--- src/logic/udrp_consts.svh ---
`ifndef UDRP_CONSTS_SVH
`define UDRP_CONSTS_SVH

// ****************************************
// register byte offsets
// ****************************************
`define UDRP_OFS_ROUTE   8'h00
`define UDRP_OFS_CTRL    8'h04
`define UDRP_OFS_COUNT   8'h08
`define UDRP_OFS_STATUS  8'h0C

// ****************************************
// field positions and codes
// ****************************************
`define UDRP_EP1_LSB     0
`define UDRP_EP2_LSB     2
`define UDRP_ROUTE_NONE  2'h0
`define UDRP_ROUTE_RSVD  2'h1
`define UDRP_ROUTE_LINE0 2'h2
`define UDRP_ROUTE_LINE1 2'h3
`define UDRP_CTRL_FULL   4
`define UDRP_CTRL_BURST  5
`define UDRP_CTRL_BLOCK  6

// ****************************************
// reset values and sizes
// ****************************************
`define UDRP_ROUTE_RST   4'h0
`define UDRP_CTRL_RST    7'h00
`define UDRP_COUNT_RST   8'h01
`define UDRP_FIFO_DEPTH  4
`define UDRP_REC_WIDTH   8

`endif

--- src/logic/udrp_pkg.sv ---
package udrp_pkg;

  // arbiter states
  typedef enum logic
  {
    ARB_IDLE,
    ARB_OWN
  } udrp_state_type;

  // one granted unit, queued toward the transfer engine
  typedef struct packed
  {
    logic [1:0] chan;   // 0=0A 1=0B 2=1A 3=1B
    logic       usb_src;
    logic       last;   // bus released after this unit
    logic [3:0] seq;
  } udrp_rec_type;

  // routing register fields
  typedef struct packed
  {
    logic [1:0] ep2;
    logic [1:0] ep1;
  } udrp_route_type;

endpackage

--- src/logic/udrp_arbiter.sv ---
// The placing of the registers and the AHB-Lite slave port were left to the implementer.
`include "udrp_consts.svh"

module udrp_arbiter
  import udrp_pkg::*;
(
  input  wire logic        hclk,
  input  wire logic        hresetn,
  // ahb-lite slave
  input  wire logic        hsel,
  input  wire logic [7:0]  haddr,
  input  wire logic [1:0]  htrans,
  input  wire logic        hwrite,
  input  wire logic [2:0]  hsize,
  input  wire logic [31:0] hwdata,
  input  wire logic        hready,
  output logic      [31:0] hrdata,
  output logic             hreadyout,
  output logic             hresp,
  // endpoint data-ready levels from usb function logic (same clock)
  input  wire logic        ep1_bulk_data_port_rdy,
  input  wire logic        ep2_bulk_data_port_rdy,
  // low-active level request lines
  output logic             usb_xfer_req_line0_n,
  output logic             usb_xfer_req_line1_n,
  // granted units toward the transfer engine
  output udrp_rec_type     grant_rec,
  output logic             grant_valid,
  input  wire logic        grant_ready
);

  // ****************************************
  // declarations
  // ****************************************
  udrp_route_type  route;
  logic [6:0]      ctrl;
  logic [7:0]      count;
  logic            dph_wr;
  logic [7:0]      dph_addr;
  logic            aph_take;
  logic [31:0]     next_rdata;
  logic [3:0]      chan_req;
  logic [3:0]      usb_req;
  logic [3:0]      eff_req;
  logic [1:0]      pick;
  logic            any_req;
  udrp_state_type  state;
  logic [1:0]      cur;
  logic [7:0]      remain;
  logic [3:0]      seq;
  logic            cur_req;
  logic            cur_usb;
  logic            hold;
  logic            unit_go;
  logic            halt;
  udrp_rec_type    rec_in;
  logic            rec_ready;
  logic [7:0]      rec_bits;
  logic            line0;
  logic            line1;

  // ****************************************
  // functions
  // ****************************************

  // route field to line, reserved and none give nothing
  // 01 is reserved; it is treated as off so that a stray write cannot
  // raise a request line
  function automatic logic [1:0] route_lines(input logic [1:0] sel,
                                             input logic       rdy);
    logic [1:0] lines;
    lines = 2'h0;
    unique case (sel)
      `UDRP_ROUTE_LINE0: lines = {1'b0, rdy};
      `UDRP_ROUTE_LINE1: lines = {rdy, 1'b0};
      `UDRP_ROUTE_NONE,
      `UDRP_ROUTE_RSVD:  lines = 2'h0;
    endcase
    return lines;
  endfunction

  // fixed-rank encoder, index 0 highest
  // scans from the lowest rank up, so the last hit is the highest rank
  function automatic logic [1:0] first_set(input logic [3:0] req);
    logic [1:0] idx;
    idx = 2'h0;
    for (int i = 3; i >= 0; i--)
    begin
      if (req[i])
        idx = 2'(i);
    end
    return idx;
  endfunction

  // ****************************************
  // ahb-lite slave
  // ****************************************
  // every register answers at once, so the slave never needs to stretch
  // a transfer
  assign hreadyout = 1'b1;  // zero wait states
  assign hresp     = 1'b0;  // always okay
  assign aph_take  = hsel && hready && htrans[1];

  // latch address phase for the write data phase
  // hready low means another slave stretches the bus; hold the phase
  always_ff @(posedge hclk or negedge hresetn)
  begin
    if (!hresetn)
    begin
      dph_wr   <= 1'b0;
      dph_addr <= 8'h00;
    end
    else if (hready)
    begin
      dph_wr   <= aph_take && hwrite;
      dph_addr <= haddr;
    end
  end

  // read mux, evaluated in the address phase
  // no read has a side effect, so decoding early is harmless
  always_comb
  begin
    next_rdata = 32'h0000_0000;
    unique case (haddr)
      `UDRP_OFS_ROUTE:  next_rdata = {28'h0, route};
      `UDRP_OFS_CTRL:   next_rdata = {25'h0, ctrl};
      `UDRP_OFS_COUNT:  next_rdata = {24'h0, count};
      `UDRP_OFS_STATUS: next_rdata = {16'h0, remain, seq[1:0],
                                      !rec_ready, line1, line0,
                                      cur, state == ARB_OWN};
      default:          next_rdata = 32'h0000_0000;
    endcase
  end

  // read data register
  // moves only on a read, so it stands through the data phase
  always_ff @(posedge hclk or negedge hresetn)
  begin
    if (!hresetn)
      hrdata <= 32'h0000_0000;
    else if (aph_take && !hwrite)
      hrdata <= next_rdata;
  end

  // routing register; upper nibble has no storage
  always_ff @(posedge hclk or negedge hresetn)
  begin
    if (!hresetn)
      route <= `UDRP_ROUTE_RST;
    else if (dph_wr && dph_addr == `UDRP_OFS_ROUTE)
    begin
      route.ep2 <= hwdata[`UDRP_EP2_LSB +: 2];
      route.ep1 <= hwdata[`UDRP_EP1_LSB +: 2];
    end
  end

  // control register: auto enables, full mode, burst, block
  always_ff @(posedge hclk or negedge hresetn)
  begin
    if (!hresetn)
      ctrl <= `UDRP_CTRL_RST;
    else if (dph_wr && dph_addr == `UDRP_OFS_CTRL)
      ctrl <= hwdata[6:0];
  end

  // units per burst or block
  always_ff @(posedge hclk or negedge hresetn)
  begin
    if (!hresetn)
      count <= `UDRP_COUNT_RST;
    else if (dph_wr && dph_addr == `UDRP_OFS_COUNT)
      count <= hwdata[7:0];
  end

  // ****************************************
  // usb request routing
  // ****************************************

  // only the two bulk endpoints feed the lines
  // two endpoints on one line are ored; keeping them apart is software's
  always_comb
  begin
    logic [1:0] l1;
    logic [1:0] l2;
    l1 = route_lines(route.ep1, ep1_bulk_data_port_rdy);
    l2 = route_lines(route.ep2, ep2_bulk_data_port_rdy);
    line0 = l1[0] | l2[0];
    line1 = l1[1] | l2[1];
  end

  // low-active level outputs
  // registered so the lines never glitch while a route field changes
  always_ff @(posedge hclk or negedge hresetn)
  begin
    if (!hresetn)
    begin
      usb_xfer_req_line0_n <= 1'b1;
      usb_xfer_req_line1_n <= 1'b1;
    end
    else
    begin
      usb_xfer_req_line0_n <= !line0;
      usb_xfer_req_line1_n <= !line1;
    end
  end

  // ****************************************
  // channel requests and ranking
  // ****************************************

  // line0 feeds 0A, line1 feeds 1A; auto enables feed all four
  // a line that is low this cycle is a live usb request in the same cycle
  assign usb_req  = {1'b0, !usb_xfer_req_line1_n,
                     1'b0, !usb_xfer_req_line0_n};
  assign chan_req = usb_req | ctrl[3:0];

  // full address mode merges A and B into one channel
  // the merged request sits at the A position of each channel
  always_comb
  begin
    if (ctrl[`UDRP_CTRL_FULL])
      eff_req = {1'b0, chan_req[3] | chan_req[2],
                 1'b0, chan_req[1] | chan_req[0]};
    else
      eff_req = chan_req;
  end

  assign any_req = |eff_req;
  assign pick    = first_set(eff_req);

  // ****************************************
  // grant sequencing
  // ****************************************
  assign cur_req = eff_req[cur];
  // in full address mode the channel's line makes it a usb source
  assign cur_usb = usb_req[cur] ||
                   (ctrl[`UDRP_CTRL_FULL] && usb_req[{cur[1], 1'b0}]);
  assign unit_go = (state == ARB_OWN) && cur_req && rec_ready;
  assign halt    = (state == ARB_OWN) && !cur_req;

  // usb-started transfers always release after each unit
  // auto bursts hold the bus only while more than one unit remains
  assign hold = !cur_usb &&
                (ctrl[`UDRP_CTRL_BURST] || ctrl[`UDRP_CTRL_BLOCK]) &&
                (remain > 8'h01);

  // arbiter state: idle means the bus is released
  // a full queue keeps the owner in place rather than losing a unit
  always_ff @(posedge hclk or negedge hresetn)
  begin
    if (!hresetn)
      state <= ARB_IDLE;
    else
    begin
      unique case (state)
        ARB_IDLE:
          if (any_req)
            state <= ARB_OWN;
        ARB_OWN:
          if (halt || (unit_go && !hold))
            state <= ARB_IDLE;
      endcase
    end
  end

  // owned channel, only chosen while the bus is free
  always_ff @(posedge hclk or negedge hresetn)
  begin
    if (!hresetn)
      cur <= 2'h0;
    else if (state == ARB_IDLE && any_req)
      cur <= pick;
  end

  // units left in the current burst or block
  // a fresh count is loaded at every grant, so a halted or released
  // channel never leaves a stale count for the next owner
  always_ff @(posedge hclk or negedge hresetn)
  begin
    if (!hresetn)
      remain <= 8'h00;
    else if (state == ARB_IDLE && any_req)
      remain <= (count == 8'h00) ? 8'h01 : count;
    else if (unit_go && remain > 8'h01)
      remain <= remain - 8'h01;
    else if (unit_go)
      remain <= 8'h00;
  end

  // running sequence number for granted units
  // four bits let the consumer spot a lost or doubled unit
  always_ff @(posedge hclk or negedge hresetn)
  begin
    if (!hresetn)
      seq <= 4'h0;
    else if (unit_go)
      seq <= seq + 4'h1;
  end

  // ****************************************
  // grant queue
  // ****************************************
  always_comb
  begin
    rec_in.chan    = cur;
    rec_in.usb_src = cur_usb;
    rec_in.last    = !hold;
    rec_in.seq     = seq;
  end

  // full queue stalls the owned channel
  // the queue decouples grant decisions from a slow transfer engine
  udrp_fifo #(
    .WIDTH (`UDRP_REC_WIDTH),
    .DEPTH (`UDRP_FIFO_DEPTH)
  ) u_fifo (
    .hclk      (hclk),
    .hresetn   (hresetn),
    .in_data   (rec_in),
    .in_valid  (unit_go),
    .in_ready  (rec_ready),
    .out_data  (rec_bits),
    .out_valid (grant_valid),
    .out_ready (grant_ready)
  );

  // the head record goes out as stored and stands while it waits
  assign grant_rec = rec_bits;

endmodule

--- src/logic/udrp_fifo.sv ---
module udrp_fifo
#(
  parameter int WIDTH = 8,
  parameter int DEPTH = 4
)
(
  input  wire logic             hclk,
  input  wire logic             hresetn,
  input  wire logic [WIDTH-1:0] in_data,
  input  wire logic             in_valid,
  output logic                  in_ready,
  output logic      [WIDTH-1:0] out_data,
  output logic                  out_valid,
  input  wire logic             out_ready
);

  localparam int AW = $clog2(DEPTH);

  logic [WIDTH-1:0] mem [DEPTH];
  logic [AW-1:0]    wr_ptr;
  logic [AW-1:0]    rd_ptr;
  logic [AW:0]      fill;
  logic             push;
  logic             pop;

  // honest full and empty from the fill level
  assign in_ready  = (fill < (AW+1)'(DEPTH));
  assign out_valid = (fill != '0);
  assign push      = in_valid && in_ready;
  assign pop       = out_valid && out_ready;
  assign out_data  = mem[rd_ptr];

  // storage
  always_ff @(posedge hclk)
  begin
    if (push)
      mem[wr_ptr] <= in_data;
  end

  // pointers and fill level
  always_ff @(posedge hclk or negedge hresetn)
  begin
    if (!hresetn)
    begin
      wr_ptr <= '0;
      rd_ptr <= '0;
      fill   <= '0;
    end
    else
    begin
      if (push)
        wr_ptr <= (32'(wr_ptr) == DEPTH - 1) ? '0 : wr_ptr + 1'b1;
      if (pop)
        rd_ptr <= (32'(rd_ptr) == DEPTH - 1) ? '0 : rd_ptr + 1'b1;
      if (push && !pop)
        fill <= fill + 1'b1;
      else if (pop && !push)
        fill <= fill - 1'b1;
    end
  end

endmodule

--- config.mk ---
export PLATFORM = sky130hd
export DESIGN_NAME = udrp_arbiter
export DESIGN_NICKNAME = d
export VERILOG_FILES = /design/src/logic/udrp_pkg.sv /design/src/logic/udrp_arbiter.sv /design/src/logic/udrp_fifo.sv
export VERILOG_INCLUDE_DIRS = /design/src /design/src/logic
export SDC_FILE = /design/constraint.sdc
export NUM_CORES = 1
export LEC_CHECK = 0
export ABC_CLOCK_PERIOD_IN_PS = 3000
export BUFFER_PORTS_ARGS = -buffer_cell sky130_fd_sc_hd__buf_2
export CORE_ASPECT_RATIO = 0.5
export CORE_MARGIN = 5
export CORE_UTILIZATION = 54
export CTS_CLUSTER_DIAMETER = 30
export DETAILED_ROUTE_END_ITERATION = 12
export HOLD_SLACK_MARGIN = 0.1
export PLACE_DENSITY_LB_ADDON = 0.25
export SYNTH_ARGS = -nofsm -noshare
export SYNTH_HDL_FRONTEND = slang
export SYNTH_SLANG_ARGS = --single-unit
--- constraint.sdc ---
create_clock -name hclk -period 3 [get_ports hclk]
set_clock_uncertainty 0.05 [all_clocks]
set_input_delay 0.15 -clock hclk [delete_from_list [all_inputs] [get_ports hclk]]
set_output_delay 0.15 -clock hclk [all_outputs]
set_load 0.005 [all_outputs]
==> flow_metrics.py <==
metrics = {
    "setup_path": {
        "critical_path_required_ns": 3.18,
        "worst_path_largest_cell_delay_ns": 0.53,
        "cpMaxStageDelayCell": "sky130_fd_sc_hd__dfrtp_1",
        "critical_path_data_arrival_time_ns": 2.55,
        "setup.worst_path.class": "flop to flop",
        "worstPathCellList": "a211o_1 -> o21ai_1 -> a211oi_4 -> ha_1 -> inv_1 -> fa_1 -> mux2_2",
        "reg2reg_slack_ns": 0.63,
        "critical_path.reg2reg.endpoint": "u_fifo.fill[1]$_DFFE_PN0P_",
        "worst-path-max-fanout": 10,
        "setup.worst_path.end_class": "flop",
        "critical_path.reg2reg.startpoint": "cur[0]$_DFFE_PN0N_",
        "setup.worst_path.start_class": "flop",
        "r2r_cells": 7,
    },
    "synth": {
        "syn_area_per_cell_um2": 13.3,
        "syn_inst": 345,
        "ys.warnings.count": 0,
        "asyncSetResetFlopFracSynth_pct": 68.0,
        "synthTopCellsByCount": "65 x sky130_fd_sc_hd__dfrtp_1, 32 x sky130_fd_sc_hd__edfxtp_1, 29 x sky130_fd_sc_hd__mux2_2, 29 x sky130_fd_sc_hd__nand2_1",
        "synth_ff_type": "sky130_fd_sc_hd__dfrtp_1",
        "synth.most_common_cell": "sky130_fd_sc_hd__dfrtp_1",
        "mappedNetlistArea_um2": 4600,
        "synth-seq-area-share_pct": 58.0,
        "synth-seq-cells": 100,
        "synth_largest_area_cell": "sky130_fd_sc_hd__dfrtp_1",
        "yosys.area.top_type_share_pct": 35.4,
        "synth_edf_count": 32,
        "post_synth_main_area_contributors": "sky130_fd_sc_hd__dfrtp_1 35%, sky130_fd_sc_hd__edfxtp_1 21%, sky130_fd_sc_hd__mux2_2 7.1%",
        "synth.lib_cells_used.distinct": 58,
    },
    "clock_tree": {
        "cts-hold-fix-buffers": 19,
        "post-cts-setup-buffers": 0,
        "cts_buffers": 9,
        "clock_latency_of_the_later_clocked_register_in_the_worst_skew_pair_ns": 0.34,
        "cts.htree.levels": 3,
        "clock_sink_count": 100,
        "clockBufferDepth": 2,
        "post_cts_resized": 0,
        "clock_tree_from_tritoncts": "built",
        "cts.reportedPaths.clkPinSlew_ns": 0.07,
        "cts_root_buf": "sky130_fd_sc_hd__clkbuf_16",
    },
    "timing": {
        "fin_setup_tns_ns": 0,
        "setup_viol": 0,
        "hold_viol_final": 0,
        "tightest_slew_ns": 0.848,
        "rsz0062_at_grt": "no",
        "maximum_clock_rate_ghz": 0.421,
        "fin_crit_sh_pct": 79.1,
        "period_needed_ns": 2.37,
        "maxSlewViolCount": 0,
        "slew-limit-headroom_pct": 43.5,
    },
    "placed_design": {
        "hpwl_um": 6560,
        "io_buffers": 51,
        "routability_congestion_estimate_from_global_placement": 0.872,
    },
    "worst_hold_path": {
        "worstHoldPathCells": 3,
        "hold-path-endpoint": "usb_xfer_req_line0_n$_DFF_PN1_",
        "hp-start": "ep1_bulk_data_port_rdy",
        "holdCritPathClass": "input pin to flop",
    },
    "cells_and_area": {
        "area_delta_synth_final_pct": 17.4,
        "footprint_of_the_multi_input_gates_um2": 1770,
        "filler_cell_count": 584,
        "seq_area_um2": 2670,
        "diodes": 0,
        "post_route_cells_drive_above_1_share_pct": 28.2,
        "finish.net_count": 480,
        "final_core_utilization_pct": 66.3,
    },
    "die": {
        "num_io_pins": 98,
        "start_util_pct": 56.5,
        "die_w_um": 141,
        "fp.dieArea_um2": 10600,
        "coreArea_um2": 8140,
        "rows": 23,
        "die_height_um": 75.3,
    },
    "grt": {
        "first_pass_grt_wire_length_um": 15400,
        "grt_antenna_before_repair": 0,
        "grt.overflow.total": 0,
        "grt_util_all_layers_pct": 18.9,
        "grt_pass1_vias": 2998,
        "maximum_number_of_pins_on_one_net_before_global_route_repair": 69,
    },
    "power": {
        "worst_ir_drop_vdd_uv": 380,
        "pwr_density_cell_nw_per_um2": 808,
        "leakagePower_nw": 2.34,
    },
    "flow_run": {
        "max-cap-violations": 0,
    },
    "route": {
        "antenna_violating_nets_post_route": 0,
        "drt_pass1_iterations": 5,
        "route.detailed.vias_per_inst": 5.62,
        "drt-wirelength-per-cell_um": 17.3,
        "routed_wl_um": 9230,
        "dr_total_vias": 3001,
        "drcViolationCount": 0,
        "drt-initial-drc-count": 306,
    },
    "run_status": {
        "status": "complete, no violations",
    },
}
==> registers in the layout, summed over array words and instances (netlist names), 2 cells and up <==
| signal | cells |
|---|---|
| count | 8 |
| ctrl | 7 |
| cur | 2 |
| dph_addr | 8 |
| hrdata | 16 |
| remain | 8 |
| route | 4 |
| seq | 4 |
| u_fifo.fill | 3 |
| u_fifo.mem | 32 |
| u_fifo.rd_ptr | 2 |
| u_fifo.wr_ptr | 2 |
==> through the flow <==
step	instance area, µm²	instances	power [W]	worst slack, ns	hold slack, ns
after global placement	4890	499	0.00308	0.725	0.318
after CTS	5400	534	0.00439	0.624	0.108
after global routing	5400	534	0.00463	0.510	0.144
after floorplan	4660	361	0.00282	0.601	-0.196
final	5400	534	0.00436	0.627	0.115
after detailed placement	4890	499	0.00316	0.637	0.320
==> power breakdown <==
part | switching [W] | internal, W
Sequential | 0.000329 | 0.00173
Combinational | 0.000544 | 0.000551
Clock | 0.000478 | 0.000730
==> worst max-delay path, delay by kind of cell, from the launching register on <==
family	cells	cell delay (ns)
mux	1	0.27
compound gates	3	0.70
flops	1	0.53
buf+inv	1	0.08
fa+ha+maj	2	0.63
==> final cells by class <==
| cell class | instances | share of cell area, % |
|---|---|---|
| clock buffers | 10 | 4.24 |
| clock inverters | 6 | 1.60 |
| inverters | 11 | 0.765 |
| multi-input cells | 222 | 32.7 |
| flip-flops and latches | 100 | 49.4 |
| well taps | 112 | 2.60 |
| repair buffers | 73 | 8.67 |
==> placed cells by master (no fill, tap or decap), drive strengths merged, types with 3 or more instances in the layout <==
master        n
xnor2         4
nor2         18
clkbuf       10
a22o          8
a21oi        11
mux2         31
nor3b         3
mux2i         6
o21ai        11
dfstp         3
conb         18
inv          12
nand2        29
a21o          4
mux4         11
edfxtp       32
dfrtp        65
buf          54
and2          4
nor2b         4
nor3          5
ha            9
dlygate4sd3  19
nand3         8
nor4          4
==> how the worst max path moves through the flow <==
stage	from	endpoint	slack, ns
after detailed placement	cur[0]$_DFFE_PN0N_	u_fifo.fill[1]$_DFFE_PN0P_	0.64
after CTS	cur[0]$_DFFE_PN0N_	u_fifo.fill[1]$_DFFE_PN0P_	0.62
final	cur[0]$_DFFE_PN0N_	u_fifo.fill[1]$_DFFE_PN0P_	0.63
after global routing	cur[0]$_DFFE_PN0N_	u_fifo.fill[2]$_DFFE_PN0P_	0.51
after global placement	cur[1]$_DFFE_PN0N_	u_fifo.fill[2]$_DFFE_PN0P_	0.73
after floorplan	cur[1]$_DFFE_PN0N_	u_fifo.fill[2]$_DFFE_PN0P_	0.60
==> kinds of logic after synthesis <==
group,Yosys count,share of synthesized area [%]
DFF,100,58.0
and+or+nand+nor,85,9.85
AOI/OAI and AO/OA,55,8.73
muxes,48,14.4
buffers and inverters,39,4.90
adders and majority gates,10,2.88
xor gates and xnor gates,6,1.14
other,2,0.163
==> layer usage <==
layer  wire [µm]  global-route usage [%]
met1        4100                    25.0
met2        4350                    31.1
met3         685                    4.70
met4         104                    6.66
met5           0                       0
No activity file was read; power rests on OpenSTA's default activity.
